## config.mk

```make
export PLATFORM = sky130hd
export DESIGN_NAME = flc_regs
export DESIGN_NICKNAME = d
export VERILOG_FILES = /design/src/hdl/flc_pkg.sv /design/src/hdl/flc_core_if.sv /design/src/hdl/flc_clkdiv.sv /design/src/hdl/flc_secload.sv /design/src/hdl/flc_regs.sv
export SDC_FILE = /design/constraint.sdc
export NUM_CORES = 1
export LEC_CHECK = 0
export BUFFER_PORTS_ARGS = -buffer_cell sky130_fd_sc_hd__buf_2
export CORE_MARGIN = 4
export CORE_UTILIZATION = 50
export CTS_BUF_LIST = sky130_fd_sc_hd__clkbuf_16
export DETAILED_ROUTE_END_ITERATION = 10
export MAX_ROUTING_LAYER = met4
export PLACE_DENSITY = 0.9
export REMOVE_ABC_BUFFERS = 1
export SLEW_MARGIN = 20
export SYNTH_ARGS = -nofsm -noshare
export SYNTH_HDL_FRONTEND = slang
export SYNTH_HIERARCHICAL = 1
export SYNTH_SLANG_ARGS = --single-unit
```

## constraint.sdc

```tcl
create_clock -name pclk -period 2.7 [get_ports pclk]
set_input_delay 0.27 -clock pclk [delete_from_list [all_inputs] [get_ports pclk]]
set_output_delay 0.27 -clock pclk [all_outputs]
set_load 0.1 [all_outputs]
```

## src/hdl/flc_pkg.sv

```systemverilog
package flc_pkg;

  // register indices; byte address is four times the index
  localparam int unsigned FLC_NUM_REGS = 20;
  localparam logic [4:0] FLC_IDX_CLKDIV = 5'h00;
  localparam logic [4:0] FLC_IDX_SEC = 5'h01;
  localparam logic [4:0] FLC_IDX_CMDIX = 5'h02;
  localparam logic [4:0] FLC_IDX_ECCIX = 5'h03;
  localparam logic [4:0] FLC_IDX_CFG = 5'h04;
  localparam logic [4:0] FLC_IDX_ERRCFG = 5'h05;
  localparam logic [4:0] FLC_IDX_STAT = 5'h06;
  localparam logic [4:0] FLC_IDX_ERRSTAT = 5'h07;
  localparam logic [4:0] FLC_IDX_PPROT = 5'h08;
  localparam logic [4:0] FLC_IDX_DPROT = 5'h09;
  localparam logic [4:0] FLC_IDX_COBHI = 5'h0a;
  localparam logic [4:0] FLC_IDX_COBLO = 5'h0b;
  localparam logic [4:0] FLC_IDX_RSVC = 5'h0c;
  localparam logic [4:0] FLC_IDX_RSVD = 5'h0d;
  localparam logic [4:0] FLC_IDX_ECCHI = 5'h0e;
  localparam logic [4:0] FLC_IDX_ECCLO = 5'h0f;
  localparam logic [4:0] FLC_IDX_OPT = 5'h10;
  localparam logic [4:0] FLC_IDX_LAST = 5'h13;

  // field layout
  localparam int unsigned FLC_LOADED_BIT = 7;
  localparam int unsigned FLC_DIV_W = 7;
  localparam int unsigned FLC_COMMAND_COMPLETE_FLAG_BIT = 7;

  // writable bit masks
  localparam logic [7:0] FLC_MASK_INDEX = 8'h07;
  localparam logic [7:0] FLC_MASK_CFG = 8'h93;
  localparam logic [7:0] FLC_MASK_ERRCFG = 8'h03;
  localparam logic [7:0] FLC_MASK_PPROT = 8'hff;
  localparam logic [7:0] FLC_MASK_DPROT = 8'h9f;

  // values after reset
  localparam logic [7:0] FLC_RST_BYTE = 8'h00;
  localparam logic [7:0] FLC_SEC_FAULT = 8'hff;
  localparam logic [6:0] FLC_RST_DIV = 7'h00;

endpackage : flc_pkg

```

## src/hdl/flc_core_if.sv

```systemverilog
`timescale 1ns/1ps
`default_nettype none
interface flc_core_if;
  logic div_wr;
  logic [6:0] div_wdata;
  logic [6:0] div_value;
  logic div_loaded;
  logic timing_tick;
  logic [7:0] sec_value;
  logic [7:0] opt_value;
  logic nv_done;

  modport regs (
    output div_wr,
    output div_wdata,
    input div_value,
    input div_loaded,
    input timing_tick,
    input sec_value,
    input opt_value,
    input nv_done
  );

  modport clkdiv (
    input div_wr,
    input div_wdata,
    output div_value,
    output div_loaded,
    output timing_tick
  );

  modport secld (
    output sec_value,
    output opt_value,
    output nv_done
  );
endinterface : flc_core_if
`default_nettype wire

```

## src/hdl/flc_clkdiv.sv

```systemverilog
`timescale 1ns/1ps
`default_nettype none
module flc_clkdiv
  import flc_pkg::*;
(
  // clock and reset
  input wire logic pclk,
  input wire logic presetn,
  input wire logic ce,
  // core link
  flc_core_if.clkdiv core
);

  typedef struct packed {
    logic [6:0] div;
    logic loaded;
    logic [6:0] cnt;
    logic tick;
  } flc_div_state_t;

  flc_div_state_t st_r;
  flc_div_state_t st_nxt;

  always_comb
  begin
    st_nxt = st_r;
    st_nxt.tick = 1'b0;
    // only the first write after reset lands; the flag itself is never written
    if (core.div_wr && !st_r.loaded)
    begin
      st_nxt.div = core.div_wdata;
      st_nxt.loaded = 1'b1;
      st_nxt.cnt = 7'h00;
    end
    // divide by a nonzero value plus one, one tick per timing period
    else if (st_r.loaded && st_r.div != 7'h00)
    begin
      if (st_r.cnt >= st_r.div)
      begin
        st_nxt.cnt = 7'h00;
        st_nxt.tick = 1'b1;
      end
      else
      begin
        st_nxt.cnt = st_r.cnt + 7'h01;
      end
    end
  end

  always_ff @(posedge pclk or negedge presetn)
  begin
    if (!presetn)
    begin
      st_r <= '0;
    end
    else if (ce)
    begin
      st_r <= st_nxt;
    end
  end

  assign core.div_value = st_r.div;
  assign core.div_loaded = st_r.loaded;
  assign core.timing_tick = st_r.tick;

endmodule : flc_clkdiv
`default_nettype wire

```

## src/hdl/flc_secload.sv

```systemverilog
`timescale 1ns/1ps
`default_nettype none
module flc_secload
  import flc_pkg::*;
(
  // clock and reset
  input wire logic pclk,
  input wire logic presetn,
  input wire logic ce,
  // nonvolatile configuration read
  input wire logic nv_valid,
  input wire logic [7:0] nv_sec_byte,
  input wire logic [7:0] nv_opt_byte,
  input wire logic nv_dbl_fault,
  // core link
  flc_core_if.secld core
);

  typedef enum logic [0:0] {
    FLC_LD_WAIT = 1'b0,
    FLC_LD_DONE = 1'b1
  } flc_ld_state_t;

  typedef struct packed {
    flc_ld_state_t fsm;
    logic [7:0] sec;
    logic [7:0] opt;
  } flc_ld_reg_t;

  flc_ld_reg_t st_r;
  flc_ld_reg_t st_nxt;

  always_comb
  begin
    st_nxt = st_r;
    case (st_r.fsm)
      FLC_LD_WAIT:
      begin
        // caught after reset release, once the configuration read completes
        if (nv_valid)
        begin
          st_nxt.sec = nv_dbl_fault ? FLC_SEC_FAULT : nv_sec_byte;
          st_nxt.opt = nv_opt_byte;
          st_nxt.fsm = FLC_LD_DONE;
        end
      end
      FLC_LD_DONE:
      begin
        st_nxt.fsm = FLC_LD_DONE;
      end
      default:
      begin
        st_nxt.fsm = FLC_LD_WAIT;
      end
    endcase
  end

  always_ff @(posedge pclk or negedge presetn)
  begin
    if (!presetn)
    begin
      st_r <= '{fsm: FLC_LD_WAIT, sec: FLC_RST_BYTE, opt: FLC_RST_BYTE};
    end
    else if (ce)
    begin
      st_r <= st_nxt;
    end
  end

  assign core.sec_value = st_r.sec;
  assign core.opt_value = st_r.opt;
  assign core.nv_done = (st_r.fsm == FLC_LD_DONE);

endmodule : flc_secload
`default_nettype wire

```

## src/hdl/flc_regs.sv

```systemverilog
`timescale 1ns/1ps
`default_nettype none
module flc_regs
  import flc_pkg::*;
(
  // clock, reset, enable
  input wire logic pclk,
  input wire logic presetn,
  input wire logic ce,
  // apb slave
  input wire logic psel,
  input wire logic penable,
  input wire logic pwrite,
  input wire logic [7:0] paddr,
  input wire logic [31:0] pwdata,
  input wire logic [3:0] pstrb,
  output logic [31:0] prdata,
  output logic pready,
  output logic pslverr,
  // command sequencer status
  input wire logic command_complete_flag,
  input wire logic [5:0] cmd_flags_in,
  input wire logic [1:0] ecc_fault_flags_in,
  input wire logic [15:0] ecc_result_in,
  // nonvolatile configuration read at reset
  input wire logic nv_valid,
  input wire logic [7:0] nv_sec_byte,
  input wire logic [7:0] nv_opt_byte,
  input wire logic nv_dbl_fault,
  // register contents to the controller
  output logic flash_timing_clock,
  output logic [7:0] security_state,
  output logic [2:0] command_word_index,
  output logic [2:0] ecc_result_index,
  output logic [7:0] controller_config,
  output logic [7:0] error_interrupt_config,
  output logic [7:0] program_array_protection,
  output logic [7:0] data_array_protection,
  output logic [15:0] command_object
);

  typedef struct packed {
    logic [2:0] cmd_ix;
    logic [2:0] ecc_ix;
    logic [7:0] cfg;
    logic [7:0] errcfg;
    logic [7:0] pprot;
    logic [7:0] dprot;
    logic [7:0] cob_hi;
    logic [7:0] cob_lo;
    logic [31:0] rdata;
    logic ready;
    logic err;
    logic tick;
    logic [7:0] sec;
  } flc_reg_state_t;

  flc_reg_state_t st_r;
  flc_reg_state_t st_nxt;

  flc_core_if core ();

  // access phase of an apb transfer, answered one cycle later
  logic access;
  logic wr_en;
  logic [4:0] idx;
  logic mapped;
  logic [7:0] wbyte;
  logic [7:0] rbyte;
  logic [7:0] stat_byte;

  assign access = psel && penable && !st_r.ready;
  assign idx = paddr[6:2];
  assign mapped = (paddr[1:0] == 2'b00) && (paddr[7] == 1'b0) && (idx <= FLC_IDX_LAST);
  assign wr_en = access && pwrite && mapped && pstrb[0];
  assign wbyte = pwdata[7:0];
  assign stat_byte = {command_complete_flag, 1'b0, cmd_flags_in};

  // divider write goes straight through, during the reset sequence too
  assign core.div_wr = ce && wr_en && (idx == FLC_IDX_CLKDIV);
  assign core.div_wdata = wbyte[FLC_DIV_W-1:0];

  flc_clkdiv u_clkdiv (
    .pclk(pclk),
    .presetn(presetn),
    .ce(ce),
    .core(core.clkdiv)
  );

  flc_secload u_secload (
    .pclk(pclk),
    .presetn(presetn),
    .ce(ce),
    .nv_valid(nv_valid),
    .nv_sec_byte(nv_sec_byte),
    .nv_opt_byte(nv_opt_byte),
    .nv_dbl_fault(nv_dbl_fault),
    .core(core.secld)
  );

  // read multiplexer
  always_comb
  begin
    rbyte = FLC_RST_BYTE;
    case (idx)
      FLC_IDX_CLKDIV:
      begin
        rbyte = {core.div_loaded, core.div_value};
      end
      FLC_IDX_SEC:
      begin
        rbyte = core.sec_value;
      end
      FLC_IDX_CMDIX:
      begin
        rbyte = {5'h00, st_r.cmd_ix};
      end
      FLC_IDX_ECCIX:
      begin
        rbyte = {5'h00, st_r.ecc_ix};
      end
      FLC_IDX_CFG:
      begin
        rbyte = st_r.cfg;
      end
      FLC_IDX_ERRCFG:
      begin
        rbyte = st_r.errcfg;
      end
      FLC_IDX_STAT:
      begin
        rbyte = stat_byte;
      end
      FLC_IDX_ERRSTAT:
      begin
        rbyte = {6'h00, ecc_fault_flags_in};
      end
      FLC_IDX_PPROT:
      begin
        rbyte = st_r.pprot;
      end
      FLC_IDX_DPROT:
      begin
        rbyte = st_r.dprot;
      end
      FLC_IDX_COBHI:
      begin
        rbyte = st_r.cob_hi;
      end
      FLC_IDX_COBLO:
      begin
        rbyte = st_r.cob_lo;
      end
      FLC_IDX_ECCHI:
      begin
        rbyte = ecc_result_in[15:8];
      end
      FLC_IDX_ECCLO:
      begin
        rbyte = ecc_result_in[7:0];
      end
      FLC_IDX_OPT:
      begin
        rbyte = core.opt_value;
      end
      default:
      begin
        // reserved words and unmapped addresses
        rbyte = FLC_RST_BYTE;
      end
    endcase
  end

  always_comb
  begin
    st_nxt = st_r;
    st_nxt.ready = access;
    st_nxt.err = access && !mapped;
    st_nxt.tick = core.timing_tick;
    st_nxt.sec = core.sec_value;
    if (access)
    begin
      st_nxt.rdata = (!pwrite && mapped) ? {24'h00_0000, rbyte} : 32'h0000_0000;
    end
    // only writable bits change; read-only and reserved words drop writes
    if (wr_en)
    begin
      case (idx)
        FLC_IDX_CMDIX:
        begin
          st_nxt.cmd_ix = wbyte[2:0];
        end
        FLC_IDX_ECCIX:
        begin
          st_nxt.ecc_ix = wbyte[2:0];
        end
        FLC_IDX_CFG:
        begin
          st_nxt.cfg = wbyte & FLC_MASK_CFG;
        end
        FLC_IDX_ERRCFG:
        begin
          st_nxt.errcfg = wbyte & FLC_MASK_ERRCFG;
        end
        FLC_IDX_PPROT:
        begin
          st_nxt.pprot = wbyte & FLC_MASK_PPROT;
        end
        FLC_IDX_DPROT:
        begin
          st_nxt.dprot = wbyte & FLC_MASK_DPROT;
        end
        FLC_IDX_COBHI:
        begin
          st_nxt.cob_hi = wbyte;
        end
        FLC_IDX_COBLO:
        begin
          st_nxt.cob_lo = wbyte;
        end
        default:
        begin
          // security, status, results, options and reserved ignore writes
          st_nxt.cmd_ix = st_r.cmd_ix;
        end
      endcase
    end
  end

  always_ff @(posedge pclk or negedge presetn)
  begin
    if (!presetn)
    begin
      st_r <= '0;
    end
    else if (ce)
    begin
      st_r <= st_nxt;
    end
  end

  assign prdata = st_r.rdata;
  assign pready = st_r.ready;
  assign pslverr = st_r.err;
  assign flash_timing_clock = st_r.tick;
  assign security_state = st_r.sec;
  assign command_word_index = st_r.cmd_ix;
  assign ecc_result_index = st_r.ecc_ix;
  assign controller_config = st_r.cfg;
  assign error_interrupt_config = st_r.errcfg;
  assign program_array_protection = st_r.pprot;
  assign data_array_protection = st_r.dprot;
  assign command_object = {st_r.cob_hi, st_r.cob_lo};

endmodule : flc_regs
`default_nettype wire

```

# [Word-level counts from Yosys, hierarchy flattened]
# Index checks and enable logic that the tools add are counted.
# Widths: inputs -> output; s select.
[word_totals] reg_bits=118 input_bits=93 output_inout_bits=97
[op_classes] n_addsub=1 magnitude_cmp=2 n_eq_ne=14 mux=10 bitwise=2 reduce_logical=33
[op_table] operator="$pmux 8 s15" n=1
[op_table] operator="$eq 5x4->1 const B" n=6
[op_table] operator="$reduce_and 3->1" n=9
[op_table] operator="$mux 8" n=3
[op_table] operator="$eq 5x3->1 const B" n=4
[op_table] operator="$mux 17" n=1
[op_table] operator="$mux 7" n=2
[op_table] operator="$logic_and 1x1->1" n=13
[op_table] operator="$eq 5x2->1 const B" n=2
[op_table] operator="$add 7x1->7 const B" n=1
[op_table] operator="$ge 7x7->1" n=1
[op_table] operator="$reduce_bool 7->1" n=1
[op_table] operator="$reduce_and 2->1" n=3
[op_table] operator="$eq 5x1->1 const B" n=1
[op_table] operator="$eq 5x5->1 const B" n=1
[op_table] operator="$le 5x5->1 const B" n=1
[op_table] operator="$logic_not 5->1" n=1
[op_table] operator="$logic_not 1->1" n=4
[op_table] operator="$logic_not 2->1" n=1
[op_table] operator="$mux 1" n=2
[op_table] operator="$not 1->1" n=2
[op_table] operator="$pmux 1 s2" n=1
[op_table] operator="$reduce_bool 2->1" n=1

# [Depth between registers and ports, before layout]
[depth] ltp_word=10 ltp_mapped=8 mapped_depth_nobuf=8

# [Modules after synthesis]
# The synthesis kept the hierarchy.
[modules_own_cells] mod="flc_regs" n_inst=1 cells_each=327 area_per_inst_um2=3601.0 seq_area_each_um2=1526.5
[modules_own_cells] mod="flc_clkdiv" n_inst=1 cells_each=100 area_per_inst_um2=957.2 seq_area_each_um2=400.4
[modules_own_cells] mod="flc_secload" n_inst=1 cells_each=53 area_per_inst_um2=705.7 seq_area_each_um2=425.4

# [Least setup slack after synthesis]
# No wires, ideal clock.
[synth_path] path_type="register -> register" start="register st_r (netlist bit pready)" end="register u_clkdiv.st_r (netlist bit u_clkdiv/core.div_value[0])" setup_time_ns=0.125 arrival_time_ns=2.508 t_required_ns=2.575 path_slack_ns=0.067 path_stages_with_launch=8 n_path_buf=0 synth_period_minus_slack_ns=2.633 path_cell_list="dfrtp_1 > nand4b_1 > nor2_1 > nand2_2 > nor4_1 > nor2b_1 > nand2_1 > mux2_2"
[synth_between] elab_chain_cells=9
[synth_lines] item="start: declaration" line_no="flc_regs.sv:58" rtl="flc_reg_state_t st_r;"
[synth_lines] item="start signal: assignment" line_no="flc_regs.sv:238" rtl="st_r <= st_nxt;"
[synth_lines] item="$logic_not 1->1" line_no="flc_regs.sv:72" rtl="assign access = psel && penable && !st_r.ready;"
[synth_lines] item="$logic_and 1x1->1" line_no="flc_regs.sv:72"
[synth_lines] item="$logic_and 1x1->1 (3 in series)" line_no="flc_regs.sv:75" rtl="assign wr_en = access && pwrite && mapped && pstrb[0];"
[synth_lines] item="$logic_and 1x1->1 (2 in series)" line_no="flc_regs.sv:80" rtl="assign core.div_wr = ce && wr_en && (idx == FLC_IDX_CLKDIV);"
[synth_lines] item="via core.div_wr" line_no="flc_core_if.sv:4" rtl="logic div_wr;"
[synth_lines] item="$logic_and 1x1->1" line_no="flc_clkdiv.sv:29" rtl="if (core.div_wr && !st_r.loaded)"
[synth_lines] item="$reduce_and 2->1 (no line)"
[synth_lines] item="end signal: assignment" line_no="flc_clkdiv.sv:58" rtl="st_r <= st_nxt;"
[synth_lines] item="end: declaration" line_no="flc_clkdiv.sv:21" rtl="flc_div_state_t st_r;"
# The timed path passes the listed nets, and every way through them passes these cells.
# A chain may end at the register's enable or synchronous reset.

# [Worst setup path after layout]
[layout_path] start="register st_r (netlist bit pready)" end="register u_clkdiv.st_r (netlist bit u_clkdiv/core.div_value[4])"
# Same word-level chain as after synthesis.

==> out/qor.csv <==
stage,metric,value,unit
finish,post-route cell area,0.00617,mm^2
clock_network,Setup Buffers After CTS,0,
finish,footprint of the multi-input gates,0.00252,mm^2
placed_design,Placement Cell Area,0.00587,mm^2
die,area of the core,0.0103,mm^2
die,num rows,37,
detailed_routing,routed len/inst,19.5,um
clock_network,hold buffers post-CTS,1,
timing,fin crit share,0.785,
power,Peak VDD IR,351,uV
timing,Tmin final,2.12,ns
worst_setup_path,worst-path maximum fanout,8,
global_routing,GRT Util Overall,0.239,
finish,diodes inserted,0,
global_routing,antenna violations before repair,0,
placed_design,Inst Count DP,724,
worst_setup_path,CP max stage cell,dfrtp_1,
timing,Clock Skews,0.00710,ns
job,# Max-Cap Violations,0,
detailed_routing,DR top layer,met4,
yosys,"FFs w/ async S/R, synth",1.00,
worst_setup_path,Crit. End Element,flop,
worst_setup_path,crit path cell chain,nand4b_1 > nor2_1 > nand2_2 > nor4_1 > nor2b_1 > nand2_1 > mux2_2,
finish,Syn-to-layout area delta,17.3,%
clock_network,CTS tree,done,
worst_setup_path,Reg-to-Reg End,u_clkdiv/core.div_value[4],
timing,FMAX,472,MHz
worst_hold_path,hold_sp,nv_opt_byte[0],
die,die width,111,um
worst_setup_path,CP Data Required Time,2.93,ns
timing,Pins Over Slew Limit,0,
finish,Fill cells,857,
clock_network,clock buffer depth,2,
global_routing,first-pass GRT wire length,22.9,mm
yosys,Post-synth top flop,dfrtp_1,
detailed_routing,met3 WL post-DR,1.27,mm
finish,Nets,701,
placed_design,final RePlAce weighted congestion,0.952,
detailed_routing,First-pass DRT Iterations,7,
yosys,cell accounting for the most synthesized area,dfrtp_1,
yosys,synth top area cells,"dfrtp_1, mux2_2, buf_4",
detailed_routing,DR WL met2,6.74,mm
global_routing,largest net degree at the start of global routing,52,
detailed_routing,remaining antenna violation count,0,
worst_setup_path,worst stage delay on the critical path,0.40,ns
clock_network,"Reg clk slew, reported paths",0.07,ns
clock_network,# resized after CTS,0,
die,DIE AREA,0.0122,mm^2
worst_setup_path,startpoint types,flop,
finish,"Cell Count, Final, Fillers Out",741,
worst_setup_path,Reg-to-Reg Start,pready,
status,outcome,"complete, no violations",
timing,setup violators final,0,
worst_setup_path,path depth of the worst reg2reg path,7,
clock_network,clk root buf,clkbuf_16,
detailed_routing,DRT met1 WL,6.11,mm
yosys,Avg Inst Size Synth,11.0,um^2
worst_hold_path,Hold Path Depth,2,
worst_hold_path,Hold Path End,u_secload/core.opt_value[0],
power,PD cells,558,mW/mm^2
die,Starting Density,0.512,
yosys,Post-Syn Area,0.00526,mm^2
worst_setup_path,R2R Setup Slk,0.58,ns
clock_network,clock insertion delay at the later pin of the skew report,0.34,ns
yosys,Yosys top cell area share,0.447,
finish,"commonest cells after routing, fill and taps aside","buf_2, dfrtp_1, mux2_2, conb_1, nand2_1",
detailed_routing,routed wire length,14.5,mm
timing,Slew HR,0.530,
timing,worst slew pin tran,0.704,ns
finish,Register Area,0.00235,mm^2
clock_network,H-tree levels,3,
yosys,post-synthesis instance total,480,
die,io pins,190,
detailed_routing,drt drc,0,
placed_design,port buffer count,126,
die,Die Span Y,111,um
detailed_routing,Initial DRC Count,363,
yosys,Post-synth EDFFs,0,
worst_hold_path,Hold Crit Class,input port to flop,
clock_network,Num Clock Sinks,94,
yosys,sequential cell area fraction in the yosys report,0.447,
yosys,Ys Warns,6,
global_routing,vias in the first global route,4232,
timing,RSZ-0062 raised after global routing,false,
timing,Hold Slack,0.162,ns
finish,share of layout cells above drive strength 1,0.395,
yosys,synth unique cells,63,
finish,"most common cell after layout, fill and taps aside",buf_2,
power,leakage power,3.21,nW
global_routing,grt ovf,0,
clock_network,cts bufs inserted,9,
detailed_routing,routed vias/inst,5.66,
yosys,Synth Register Bits,94,
placed_design,hpwl dp,10.9,mm
worst_setup_path,"Worst Path Class, Setup",flop to flop,
worst_setup_path,crit path DAT,2.35,ns
detailed_routing,total number of vias,4196,
timing,final hold violations,0,
[final cells by class]
cell class,instances,area share
Sequential cell,94,0.381
Clock buffer,9,0.0365
Tap cell,136,0.0276
Inverter,25,0.0152
Clock inverter,7,0.0105
Timing Repair Buffer,139,0.121
Multi-Input combinational cell,331,0.408
[Yosys cell counts (3+ instances only)]
library cell,number
a22oi_1,5
ha_1,8
and2_1,4
o211ai_1,3
buf_2,9
a22o_1,3
nor2_1,19
nand3_1,12
a31oi_1,4
a32oi_1,4
o22ai_1,5
nor3_4,4
clkbuf_1,8
o21ai_0,18
a21o_1,4
buf_4,44
nor3b_1,3
nor2b_1,4
nor3_1,8
a21oi_1,15
mux2_2,67
or3_1,3
inv_1,25
a311oi_1,3
mux2i_1,25
nand2b_1,4
nand2_1,29
dfrtp_1,94
a211oi_1,3
buf_1,3
[critical path, delay by kind of cell, from the launching register on]
| family | cells | cell delay (ns) |
|---|---|---|
| flops | 1 | 0.40 |
| mux | 1 | 0.36 |
| simple gates | 6 | 1.25 |
[through the flow]
stage	setup WS, ns	total power [mW]	setup TNS [ns]	utilization
after floorplan	-0.177	2.02	-1.24	-
after global placement	0.486	2.22	0	0.571
after detailed placement	0.454	2.23	0	0.571
after CTS	0.614	3.46	0	0.601
after global routing	0.425	3.56	0	0.601
final	0.581	3.44	0	0.601
[per-layer routing]
| metal | GRT usage | up-vias |
|---|---|---|
| met2 | 0.361 | 252 |
| met4 | 0.0796 | 0 |
| met3 | 0.0510 | 26 |
| met5 | - | - |
| li1 | - | 1889 |
| met1 | 0.322 | 2029 |
[state kept, by name (all words and copies together) (netlist names), 2 cells and up]
| register | count |
|---|---|
| command_object | 16 |
| command_word_index | 3 |
| controller_config | 4 |
| data_array_protection | 6 |
| ecc_result_index | 3 |
| error_interrupt_config | 2 |
| prdata | 8 |
| program_array_protection | 8 |
| security_state | 8 |
| u_clkdiv/core.div_value | 7 |
| u_clkdiv/st_r | 7 |
| u_secload/core.opt_value | 8 |
| u_secload/core.sec_value | 8 |
[worst max-delay path by stage]
stage	start	endpoint	depth (start not counted)
finish	pready	u_clkdiv/core.div_value[4]	7
detailed placement	paddr[6]	program_array_protection[0]	7
global route	pready	u_clkdiv/core.div_value[0]	7
floorplan	pready	u_clkdiv/core.div_value[0]	7
CTS	pready	program_array_protection[7]	6
global placement	paddr[6]	u_clkdiv/core.div_value[1]	8
[cell families (layout without fill, tap and decap cells)]
| kind of cell | Yosys count | count (layout) | share of synthesized area |
|---|---|---|---|
| AND/OR/NAND/NOR | 109 | 109 | 0.125 |
| multiplexers | 96 | 96 | 0.203 |
| flip-flops | 94 | 94 | 0.447 |
| buffers and inverters | 90 | 180 | 0.0991 |
| AO/OA/AOI/OAI | 81 | 81 | 0.105 |
| adder cells (fa/ha/maj) | 8 | 8 | 0.0190 |
| other | 1 | 36 | 0.000712 |
| XOR/XNOR | 1 | 1 | 0.00166 |
[where the power goes]
group          internal (mW)  total (mW)  leakage (nW)  switching (mW)
sequential              1.47        1.51          1.22          0.0432
combinational          0.139       0.700          1.85           0.562
clock                  0.649        1.23         0.141           0.586
Power figures use the tool's default switching activity.
